### config.mk
export PLATFORM = sky130hd
export DESIGN_NAME = gpio_port_change_interrupt
export DESIGN_NICKNAME = d
export VERILOG_FILES = /design/src/rtl/gpio_pkg.sv /design/src/rtl/port_access_if.sv /design/src/rtl/pin_sync.sv /design/src/rtl/change_detect.sv /design/src/rtl/gpio_port_change_interrupt.sv
export SDC_FILE = /design/constraint.sdc
export NUM_CORES = 1
export LEC_CHECK = 0
export BUFFER_PORTS_ARGS = -buffer_cell sky130_fd_sc_hd__buf_2
export CAP_MARGIN = 5
export CELL_PAD_IN_SITES_DETAIL_PLACEMENT = 1
export CELL_PAD_IN_SITES_GLOBAL_PLACEMENT = 1
export CORE_MARGIN = 2
export CORE_UTILIZATION = 40
export CTS_CLUSTER_DIAMETER = 40
export CTS_CLUSTER_SIZE = 20
export DETAILED_ROUTE_END_ITERATION = 8
export PLACE_DENSITY = 0.95
export SLEW_MARGIN = 10
export SYNTH_ARGS = -nofsm -noshare
export SYNTH_HDL_FRONTEND = slang
export SYNTH_SLANG_ARGS = --single-unit
export TNS_END_PERCENT = 1
### constraint.sdc
create_clock -name clk -period 5.4 [get_ports clk]
set_input_delay 1.35 -clock clk [delete_from_list [all_inputs] [get_ports clk]]
set_output_delay 1.35 -clock clk [all_outputs]
set_load 0.01 [all_outputs]
### src/rtl/gpio_pkg.sv
package gpio_pkg;
  localparam int          ADDR_W          = 8;
  localparam int          DATA_W          = 8;
  // register offsets (byte addresses are four times these)
  localparam logic [7:0]  OFF_PORT_DATA   = 8'h06;
  localparam logic [7:0]  OFF_CONFIG      = 8'h81;
  localparam logic [7:0]  OFF_DIRECTION   = 8'h86;
  localparam logic [7:0]  OFF_INT_CTRL    = 8'h8b;
  localparam logic [7:0]  OFF_ALT_ENABLE  = 8'h90;
  localparam logic [7:0]  OFF_ALT_OUT     = 8'h91;
  localparam logic [7:0]  OFF_SLEEP       = 8'h92;
  // field positions
  localparam int          PULLUP_DIS_BIT  = 7;
  localparam int          CHANGE_FLAG_BIT = 0;
  localparam int          CHANGE_LO       = 4;
  localparam int          CHANGE_HI       = 7;
  // reset values
  localparam logic [7:0]  CONFIG_RST      = 8'hff;
  localparam logic [7:0]  DIRECTION_RST   = 8'hff;
  localparam logic [7:0]  INT_CTRL_RST    = 8'h00;
  localparam logic [7:0]  LATCH_RST       = 8'h00;
  localparam logic [7:0]  ZERO8           = 8'h00;
  // bus answer: waitrequest held for one cycle, answer on the second
  localparam int          BUS_WAIT_CYCLES = 1;
endpackage

### src/rtl/port_access_if.sv
`timescale 1ns/1ps
interface port_access_if;
  logic       read_pulse;
  logic       write_pulse;
  logic [7:0] pins;
  logic [7:0] direction;
  logic       mismatch;
  modport core (output read_pulse, output write_pulse, output pins, output direction,
                input mismatch);
  modport det  (input read_pulse, input write_pulse, input pins, input direction,
                output mismatch);
endinterface // port_access_if

### src/rtl/pin_sync.sv
`timescale 1ns/1ps
module pin_sync (
  input  wire logic       clk,
  input  wire logic       rst,
  input  wire logic [7:0] pin_async,
  output logic      [7:0] pin_sync_out
);
  logic [7:0] stage1;

  // two flops; only the second stage is read by anyone
  always_ff @(posedge clk) begin
    if (rst) begin
      stage1       <= gpio_pkg::ZERO8;
      pin_sync_out <= gpio_pkg::ZERO8;
    end else begin
      stage1       <= pin_async;
      pin_sync_out <= stage1;
    end
  end
endmodule // pin_sync

### src/rtl/change_detect.sv
`timescale 1ns/1ps
module change_detect (
  input  wire logic   clk,
  input  wire logic   rst,
  port_access_if.det  acc
);
  logic [7:0] snapshot;
  logic [3:0] bit_mismatch;

  // snapshot refreshed on every port read or write, ending the mismatch
  always_ff @(posedge clk) begin
    if (rst) begin
      snapshot <= gpio_pkg::ZERO8;
    end else if (acc.read_pulse || acc.write_pulse) begin
      snapshot <= acc.pins;
    end
  end

  genvar g;
  generate
    for (g = gpio_pkg::CHANGE_LO; g <= gpio_pkg::CHANGE_HI; g++) begin : g_cmp
      // outputs never compare
      assign bit_mismatch[g - gpio_pkg::CHANGE_LO] =
        acc.direction[g] && (acc.pins[g] != snapshot[g]);
    end
  endgenerate

  // a change landing in the access cycle still sets the flag: mismatch uses the old snapshot
  assign acc.mismatch = |bit_mismatch;
endmodule // change_detect

### src/rtl/gpio_port_change_interrupt.sv
`timescale 1ns/1ps
// Operation
// - eight-bit bidirectional port, each pin with its own direction bit.
// - direction one leaves pin undriven; zero drives it from the output latch.
// - an enabled alternate function owns the pin whatever its direction bit.
// - port read returns pin levels; port write updates the output latch.
// - port writes store the written byte to the latch whole; pins go only to the snapshot.
// - one pullup disable bit; one disables all, zero follows latch bits.
// - pullup forced off on any pin configured as output.
// - pullup disable bit reads one after reset.
// - only upper four pins, and only inputs, take part in change detection.
// - inputs compared with value sampled at last port read or write; ORed mismatch sets change flag bit 0.
// - pending change flag can wake the device from sleep.
// - mismatch keeps setting the flag; software ends mismatch then clears flag.
// - a change landing in the port read's access cycle still sets the flag.
// - flag sets regardless of its enable or the global enable.
module gpio_port_change_interrupt (
  input  wire logic        clk,
  input  wire logic        rst,
  input  wire logic [9:0]  avs_address,
  input  wire logic        avs_read,
  input  wire logic        avs_write,
  input  wire logic [31:0] avs_writedata,
  input  wire logic [3:0]  avs_byteenable,
  output logic      [31:0] avs_readdata,
  output logic             avs_waitrequest,
  input  wire logic [7:0]  pin_in,
  output logic      [7:0]  pin_out,
  output logic      [7:0]  pin_oe,
  output logic      [7:0]  pullup_en,
  input  wire logic [7:0]  alt_out_periph,
  output logic             change_int_flag,
  output logic             wake
);
  port_access_if acc ();

  logic [7:0] port_latch;
  logic [7:0] port_b_direction;
  logic [7:0] prescaler_edge_pullup_config;
  logic [7:0] interrupt_control_flags;
  logic [7:0] alt_enable;
  logic       sleep_mode;
  logic [7:0] pins_synced;
  logic       answered;
  logic       access;
  logic       do_write;
  logic       do_read;
  logic       lane0;
  logic [7:0] reg_idx;
  logic       mapped;
  logic [7:0] wdata;
  logic       pullup_disable;

  function automatic logic is_mapped(input logic [7:0] idx);
    return idx == gpio_pkg::OFF_PORT_DATA || idx == gpio_pkg::OFF_CONFIG ||
           idx == gpio_pkg::OFF_DIRECTION || idx == gpio_pkg::OFF_INT_CTRL ||
           idx == gpio_pkg::OFF_ALT_ENABLE || idx == gpio_pkg::OFF_SLEEP;
  endfunction

  pin_sync u_sync (
    .clk          (clk),
    .rst          (rst),
    .pin_async    (pin_in),
    .pin_sync_out (pins_synced)
  );

  change_detect u_det (
    .clk (clk),
    .rst (rst),
    .acc (acc.det)
  );

  // bus slave: one wait cycle then the answer
  assign access          = (avs_read || avs_write) && !answered;
  assign avs_waitrequest = access;
  assign do_write        = avs_write && answered;
  assign do_read         = avs_read && answered;
  assign reg_idx         = avs_address[9:2];
  assign mapped          = is_mapped(reg_idx);
  assign lane0           = avs_byteenable[0];
  assign wdata           = avs_writedata[7:0];
  assign pullup_disable  = prescaler_edge_pullup_config[gpio_pkg::PULLUP_DIS_BIT];

  always_ff @(posedge clk) begin
    if (rst) begin
      answered <= 1'b0;
    end else begin
      answered <= access;
    end
  end

  // read data registered at the answer edge
  always_ff @(posedge clk) begin
    if (rst) begin
      avs_readdata <= 32'h00000000;
    end else if (access && avs_read) begin
      avs_readdata <= 32'h00000000;
      unique case (1'b1)
        reg_idx == gpio_pkg::OFF_PORT_DATA:  avs_readdata[7:0] <= pins_synced;
        reg_idx == gpio_pkg::OFF_CONFIG:     avs_readdata[7:0] <= prescaler_edge_pullup_config;
        reg_idx == gpio_pkg::OFF_DIRECTION:  avs_readdata[7:0] <= port_b_direction;
        reg_idx == gpio_pkg::OFF_INT_CTRL:   avs_readdata[7:0] <= interrupt_control_flags;
        reg_idx == gpio_pkg::OFF_ALT_ENABLE: avs_readdata[7:0] <= alt_enable;
        reg_idx == gpio_pkg::OFF_SLEEP:      avs_readdata[0]   <= sleep_mode;
        default:                             avs_readdata      <= 32'h00000000;
      endcase
    end
  end

  assign acc.read_pulse  = do_read && reg_idx == gpio_pkg::OFF_PORT_DATA;
  assign acc.write_pulse = do_write && lane0 && reg_idx == gpio_pkg::OFF_PORT_DATA;
  assign acc.pins        = pins_synced;
  assign acc.direction   = port_b_direction;

  // latch write is whole-byte; the pins are sampled into the snapshot at the same edge
  always_ff @(posedge clk) begin
    if (rst) begin
      port_latch <= gpio_pkg::LATCH_RST;
    end else if (acc.write_pulse) begin
      port_latch <= wdata;
    end
  end

  always_ff @(posedge clk) begin
    if (rst) begin
      port_b_direction <= gpio_pkg::DIRECTION_RST;
    end else if (do_write && lane0 && reg_idx == gpio_pkg::OFF_DIRECTION) begin
      port_b_direction <= wdata;
    end
  end

  always_ff @(posedge clk) begin
    if (rst) begin
      prescaler_edge_pullup_config <= gpio_pkg::CONFIG_RST;
    end else if (do_write && lane0 && reg_idx == gpio_pkg::OFF_CONFIG) begin
      prescaler_edge_pullup_config <= wdata;
    end
  end

  always_ff @(posedge clk) begin
    if (rst) begin
      alt_enable <= gpio_pkg::ZERO8;
    end else if (do_write && lane0 && reg_idx == gpio_pkg::OFF_ALT_ENABLE) begin
      alt_enable <= wdata;
    end
  end

  // change flag: set beats software clear, enables have no say
  always_ff @(posedge clk) begin
    if (rst) begin
      interrupt_control_flags <= gpio_pkg::INT_CTRL_RST;
    end else begin
      if (do_write && lane0 && reg_idx == gpio_pkg::OFF_INT_CTRL) begin
        interrupt_control_flags <= wdata;
      end
      if (acc.mismatch) begin
        interrupt_control_flags[gpio_pkg::CHANGE_FLAG_BIT] <= 1'b1;
      end
    end
  end

  assign change_int_flag = interrupt_control_flags[gpio_pkg::CHANGE_FLAG_BIT];

  // sleep ends as soon as a change is pending
  always_ff @(posedge clk) begin
    if (rst) begin
      sleep_mode <= 1'b0;
    end else if (change_int_flag) begin
      sleep_mode <= 1'b0;
    end else if (do_write && lane0 && reg_idx == gpio_pkg::OFF_SLEEP) begin
      sleep_mode <= wdata[0];
    end
  end

  assign wake = sleep_mode && change_int_flag;

  // pin drivers and pullups
  always_ff @(posedge clk) begin
    if (rst) begin
      pin_out   <= gpio_pkg::ZERO8;
      pin_oe    <= gpio_pkg::ZERO8;
      pullup_en <= gpio_pkg::ZERO8;
    end else begin
      for (int i = 0; i < gpio_pkg::DATA_W; i++) begin
        pin_out[i]   <= alt_enable[i] ? alt_out_periph[i] : port_latch[i];
        pin_oe[i]    <= alt_enable[i] | ~port_b_direction[i];
        pullup_en[i] <= ~pullup_disable & port_b_direction[i] & port_latch[i];
      end
    end
  end

  logic unused_ok;
  assign unused_ok = mapped;

  chk_flag_sets_after_mismatch: assert property (@(posedge clk) disable iff (rst)
    acc.mismatch |=> change_int_flag) else $error("mismatch did not set flag");

  chk_outputs_no_compare: assert property (@(posedge clk) disable iff (rst)
    (port_b_direction[7:4] == 4'h0) |-> !acc.mismatch) else $error("output compared");

  chk_pullup_off_output: assert property (@(posedge clk) disable iff (rst)
    $past(!port_b_direction[0]) |-> !pullup_en[0]) else $error("pullup on output");

  chk_pullup_disable_all: assert property (@(posedge clk) disable iff (rst)
    $past(pullup_disable) |-> pullup_en == 8'h00) else $error("pullup not disabled");

  chk_drive_from_latch: assert property (@(posedge clk) disable iff (rst)
    $past(!port_b_direction[1] && !alt_enable[1]) |-> pin_oe[1] && pin_out[1] == $past(port_latch[1]))
    else $error("pin not driven from latch");

  chk_alt_takes_pin: assert property (@(posedge clk) disable iff (rst)
    $past(alt_enable[2]) |-> pin_oe[2]) else $error("alternate function lost pin");

  chk_flag_held_mismatch: assert property (@(posedge clk) disable iff (rst)
    change_int_flag && acc.mismatch |=> change_int_flag) else $error("flag cleared early");

  chk_wake_clears_sleep: assert property (@(posedge clk) disable iff (rst)
    sleep_mode && change_int_flag |=> !sleep_mode) else $error("no wake from sleep");
endmodule // gpio_port_change_interrupt

Word-level counts from Yosys, hierarchy flattened

Index checks and enable logic that the tools add are counted.

Register bits after elaboration: 98
Output and inout port bits: 59
Word-level logic and storage cells: 93

Eq/ne operators: 10
Multiplexer cells: 12
Bitwise logic cells: 33
Reductions and logical operators: 23

Operator list:

| operator             | number |
|---|---|
| $eq A8 B8 Y1 const B | 5 |
| $pmux W7 S5          | 1 |
| $logic_and A1 B1 Y1  | 17 |
| $and A1 B1 Y1        | 16 |
| $mux W1              | 10 |
| $not A1 Y1           | 9 |
| $eq A8 B3 Y1 const B | 1 |
| $or A1 B1 Y1         | 8 |
| $pmux W1 S6          | 1 |
| $ne A1 B1 Y1         | 4 |
| $reduce_or A4 Y1     | 1 |
| $logic_or A1 B1 Y1   | 2 |
| $reduce_bool A2 Y1   | 1 |
| $reduce_or A2 Y1     | 1 |
| $logic_not A1 Y1     | 1 |

Logic depth before layout (Yosys ltp)

Depth in word-level cells: 5
Depth in mapped cells: 7
Gate-level depth less buffers: 4

By module

A second synthesis with hierarchy kept.

Cell total of the unflattened synthesis: 373
Area, all modules: 3,794.9 sq um

Modules (own cells, without submodules):

| module                     | instances | cells an instance | area each (sq um) | sequential area each (sq um) |
|---|---|---|---|---|
| gpio_port_change_interrupt | 1         | 316               | 3,135.5           | 1,481.4 |
| pin_sync                   | 1         | 33                | 464.2             | 320.3 |
| change_detect              | 1         | 24                | 195.2             | 80.1 |

Worst setup path after synthesis

Ideal clock, no wire load.

Kind: in2reg
Start point: in avs_address[9]
End point: reg interrupt_control_flags[0]
Arrival: 2.859 ns
Data required time: 5.267 ns
Slack: 2.409 ns
Stages: 5
Path buffers: 1
Path through: buf_4 > or4b_4 > nor4_4 > mux2i_1 > a31oi_1

Word-level cells in the longest chain between the ends: 3

Ends and longest elaborated chain:

| what                                | line                              | source |
|---|---|---|
| from (decl)                         | gpio_port_change_interrupt.sv:20  | `input wire logic [9:0] avs_address,` |
| $eq A8 B8 Y1                        | gpio_port_change_interrupt.sv:153 | `if (do_write && lane0 && reg_idx == gpio_pkg::OFF_INT_CTRL) begin` |
| $logic_and A1 B1 Y1                 | gpio_port_change_interrupt.sv:153 |  |
| $reduce_bool A2 Y1 (no source line) | --                                |  |
| to (signal assigned)                | gpio_port_change_interrupt.sv:151 | `interrupt_control_flags <= gpio_pkg::INT_CTRL_RST;` |
| to (signal assigned)                | gpio_port_change_interrupt.sv:154 | `interrupt_control_flags <= wdata;` |
| to (decl)                           | gpio_port_change_interrupt.sv:40  | `logic [7:0] interrupt_control_flags;` |

Every way passes these cells.
A chain may end at the register's enable or synchronous reset.

Worst setup path in the final report

Start point: in avs_address[3]
End point: reg port_b_direction[5], in the netlist acc.direction[5]

Word-level cells in the longest chain between the ends: 2

Ends and longest elaborated chain:

| what                 | line                              | source |
|---|---|---|
| $eq A8 B8 Y1         | gpio_port_change_interrupt.sv:127 | `end else if (do_write && lane0 && reg_idx == gpio_pkg::OFF_DIRECTION) begin` |
| $logic_and A1 B1 Y1  | gpio_port_change_interrupt.sv:127 |  |
| to (signal assigned) | gpio_port_change_interrupt.sv:126 | `port_b_direction <= gpio_pkg::DIRECTION_RST;` |
| to (signal assigned) | gpio_port_change_interrupt.sv:128 | `port_b_direction <= wdata;` |
| to (decl)            | gpio_port_change_interrupt.sv:38  | `logic [7:0] port_b_direction;` |

Every way passes these cells.

==> results by group <==
Status
  • Result of the run: complete, no violations

Setup path
  • Startpoint of the lowest-slack register-to-register path: answered
  • Worst setup path endpoint: acc.direction[5]
  • Internal reg-to-reg setup slack: between 2000 and 3000 ps
  • Reg2reg path depth: 3
  • Biggest fanout along the worst timing path: 16
  • Data required time at the worst endpoint: 5660 ps
  • Setup crit start: avs_address[3]
  • WP data arrival: around 3500 ps
  • Category of the worst setup path capture point: register
  • CP startpoint kind: input port
  • End of the worst register-to-register path: acc.direction[5]
  • Kind of critical path: input port to register

Global route
  • Largest net degree at the start of global routing: 61
  • Initial antenna violation count: 0
  • Vias in the first global route: ~3,200
  • Wire length of the first global-routing pass: 16.65 mm
  • GRT overflow: 0
  • Global router's overall resource usage: between 20% and 30%

Die
  • Initial Utilization: 41.30%
  • Die height: a little over 100 um
  • Floorplan die width: 101.7 um
  • Core area: between 0.009 and 0.01 mm^2
  • Top-level port count: between 100 and 150
  • Placement Rows: 35
  • Die outline area: ~0.010 mm^2

Final layout
  • Commonest cells after routing, fill and taps aside: sky130_fd_sc_hd__dfxtp_1, sky130_fd_sc_hd__buf_2, sky130_fd_sc_hd__nor2_1
  • Final antenna diode count: 0
  • Non-filler cells in the finished layout: 604
  • Ratio of cells with drive above 1 in the final layout: 20.84%
  • Area added between synthesis and finish: 14.07%
  • Post-Layout Inst Area: 0.004353 mm^2
  • Leading cell type in the layout, fill and taps excluded: sky130_fd_sc_hd__dfxtp_1
  • Total Nets Final: 536
  • Filler instances: 1,103

Power and ir drop
  • Largest vdd supply drop: 0.0001650 V
  • Leakage power figure: about 1.8 nW
  • Power density over the cells: 294.3 mW/mm^2

Clocking
  • CTS max path bufs: 2
  • Post-cts sizing count: 0
  • CTS H-Tree Depth: 3
  • Post-cts hold buffer count: 0
  • Number of buffers added by the clock tree synthesis step: 9
  • Clock-pin slew of the registers on the worst-case setup and hold paths: 90 ps
  • Clk Latency, worst-skew pair: between 300 and 400 ps
  • Post-CTS setup-driven buffer insertion count: 0
  • Clock tree from TritonCTS: built
  • Number of sinks on the clock net: 94
  • CTS root buffer: sky130_fd_sc_hd__clkbuf_8

Logic synthesis
  • Fraction of the yosys area taken by sequential cells: 49.31%
  • Netlist area before placement: 0.003816 mm^2
  • Post-synth cell types: 39
  • Average size of a mapped cell: 9.285 um^2
  • Yosys reg bits: 94
  • Synthesized instance count: 411
  • Total number of yosys warnings: 0

Timing
  • Worst clock skew on the final layout: between 5 and 6 ps
  • Maximum achievable frequency: 0.3097 GHz
  • RSZ-0062 raised after global routing: no
  • Final hold viol count: 0
  • Worst slew pin tran: 1265 ps
  • Post-route minimum period: between 3000 and 4000 ps
  • Finish-stage setup viols: 0
  • Crit share post-route: 59.80%
  • Pins Over Slew Limit: 0
  • Total Neg Setup Slack: 0 ps
  • Worst-case headroom to the max-slew limit: 14.86%
  • Final critical-path setup slack: 2171 ps

Place
  • Number of buffer cells added on primary ports: 71
  • GP Congestion: 0.8426
  • Post-DP Area: just over 0.004 mm^2
  • Placed Cells incl. Taps: 588
  • Placed wire-length estimate: 7.616 mm
  • Post-placement setup slack: 1781 ps

Routing
  • Overall via count from detail_route: 3,184
  • Number of nets still failing antenna checks after routing: 0
  • Routed Wire Length: roughly 11 mm
  • Via density per instance: roughly 5.3
  • Initial drt markers: 173
  • Final routed DRC violation total: 0
  • Post-detailed-route wirelength per cell: 17.86 um
  • Detailed-routing iteration count for the pre-antenna-repair pass: 5

Job
  • Max-capacitance violation count: 0

Hold path
  • Class of the tightest hold or removal check: register to register
how the worst min path moves through the flow:
stage / cells after the start / startpoint / to / slack [ps]
finish: 1 / u_sync.stage1[0] / u_sync.pin_sync_out[0] / 440
global route: 1 / u_sync.stage1[6] / u_sync.pin_sync_out[6] / 470
CTS: 1 / u_sync.stage1[0] / u_sync.pin_sync_out[0] / 440
detailed placement: 1 / u_sync.stage1[0] / u_sync.pin_sync_out[0] / 430
global placement: 1 / u_sync.stage1[4] / u_sync.pin_sync_out[4] / 420
floorplan: 1 / u_sync.stage1[0] / u_sync.pin_sync_out[0] / 410
metrics by stage:
step / power, mW / utilization (%) / hold slack (ps)
finish: 1.281 / 47.11 / 442.7
global route: 1.326 / 47.11 / 470.6
CTS: 1.285 / 47.11 / 444.9
detailed placement: 0.8149 / 44.97 / 428.6
global placement: 0.8103 / 44.97 / 420.8
floorplan: 0.7896 / - / 413.8
state kept, by name, summed over array words and instances (netlist names), 8 cells and up:
name,count
alt_enable,8
pin_out,8
interrupt_control_flags,8
avs_readdata,8
pin_oe,8
port_latch,8
acc.direction,8
pullup_en,8
u_sync.stage1,8
u_sync.pin_sync_out,8
prescaler_edge_pullup_config,8
layout make-up:
| type | instances | area [um^2] | share of cell area (%) |
|---|---|---|---|
| sequential | 94 | 1882 | 43.23 |
| multi-input combinational | 277 | 1689 | 38.80 |
| timing repair buffer | 72 | 362.8 | 8.336 |
| tap | 129 | 161.4 | 3.708 |
| clock buffer | 10 | 127.6 | 2.932 |
| clock inverter | 6 | 70.07 | 1.610 |
| inverter | 16 | 60.06 | 1.380 |
critical path: stages:
cell                       delay, ps
sky130_fd_sc_hd__buf_2           250
sky130_fd_sc_hd__nor4bb_1        690
sky130_fd_sc_hd__nand3_1         720
sky130_fd_sc_hd__a211o_1         480
cells in the mapped netlist:
| library cell | number | share of area [%] |
|---|---|---|
| sky130_fd_sc_hd__dfxtp_1 | 94 | 49 |
| sky130_fd_sc_hd__nor2_1 | 41 | 4.0 |
| sky130_fd_sc_hd__a21oi_1 | 28 | 3.7 |
| sky130_fd_sc_hd__buf_4 | 25 | 4.9 |
| sky130_fd_sc_hd__nand3_1 | 24 | 3.1 |
| sky130_fd_sc_hd__nand2_1 | 23 | 2.3 |
| sky130_fd_sc_hd__mux2i_1 | 22 | 5.8 |
| sky130_fd_sc_hd__nor2b_1 | 19 | 3.1 |
| sky130_fd_sc_hd__clkbuf_1 | 17 | 1.7 |
| sky130_fd_sc_hd__a211o_1 | 16 | 3.7 |
| sky130_fd_sc_hd__inv_1 | 16 | 1.6 |
| sky130_fd_sc_hd__and2_1 | 14 | 2.3 |
| sky130_fd_sc_hd__and3_1 | 10 | 1.6 |
| sky130_fd_sc_hd__a22oi_1 | 9 | 1.8 |
| sky130_fd_sc_hd__a311oi_1 | 7 | 1.6 |
| sky130_fd_sc_hd__a22o_1 | 4 | 0.92 |
| sky130_fd_sc_hd__buf_1 | 4 | 0.39 |
| sky130_fd_sc_hd__mux2_2 | 4 | 1.2 |
| sky130_fd_sc_hd__o21ai_0 | 4 | 0.52 |
| sky130_fd_sc_hd__or3b_2 | 4 | 0.92 |
| sky130_fd_sc_hd__xor2_1 | 4 | 0.92 |
| sky130_fd_sc_hd__nand4_1 | 2 | 0.33 |
| sky130_fd_sc_hd__nor3_1 | 2 | 0.26 |
| sky130_fd_sc_hd__nor4_1 | 2 | 0.33 |
| sky130_fd_sc_hd__nor4b_1 | 2 | 0.46 |
| sky130_fd_sc_hd__a211oi_2 | 1 | 0.33 |
| sky130_fd_sc_hd__a31oi_1 | 1 | 0.16 |
| sky130_fd_sc_hd__a41oi_1 | 1 | 0.23 |
| sky130_fd_sc_hd__buf_2 | 1 | 0.13 |
| sky130_fd_sc_hd__conb_1 | 1 | 0.098 |
| sky130_fd_sc_hd__nand2b_1 | 1 | 0.16 |
| sky130_fd_sc_hd__nand4bb_1 | 1 | 0.30 |
| sky130_fd_sc_hd__nor4_4 | 1 | 0.56 |
| sky130_fd_sc_hd__nor4bb_1 | 1 | 0.26 |
| sky130_fd_sc_hd__o21bai_1 | 1 | 0.20 |
| sky130_fd_sc_hd__or2_2 | 1 | 0.16 |
| sky130_fd_sc_hd__or3_1 | 1 | 0.16 |
| sky130_fd_sc_hd__or4_1 | 1 | 0.20 |
| sky130_fd_sc_hd__or4b_4 | 1 | 0.36 |
report_power, final:
group	switching (mW)	total [mW]	internal (mW)	leakage (nW)
registers	0.00768	0.711	0.704	0.763
clock network	0.262	0.480	0.218	0.0948
logic	0.0581	0.0892	0.0311	0.912
total	0.328	1.28	0.953	1.77
layer usage:
| metal | track usage (%) | routed length [um] | up-vias |
|---|---|---|---|
| met4 | 8.628 | 247 | 0 |
| met5 | 0 | 0 | - |
| met2 | 36.54 | 5387 | 113 |
| met1 | 25.75 | 4496 | 1564 |
| met3 | 5.383 | 657 | 23 |
| li1 | - | - | 1484 |
cells by family (layout without fill, tap and decap cells):
kind of cell	after synthesis	in the layout	share of synthesized area [%]
xor gates and xnor gates	4	4	0.9179
AOI/OAI and AO/OA	72	72	13.08
other	1	24	0.09827
muxes	26	26	6.951
and+or+nand+nor	151	151	20.95
buffers and inverters	63	104	8.688
DFF	94	94	49.31
Power figures use the tool's default switching activity.
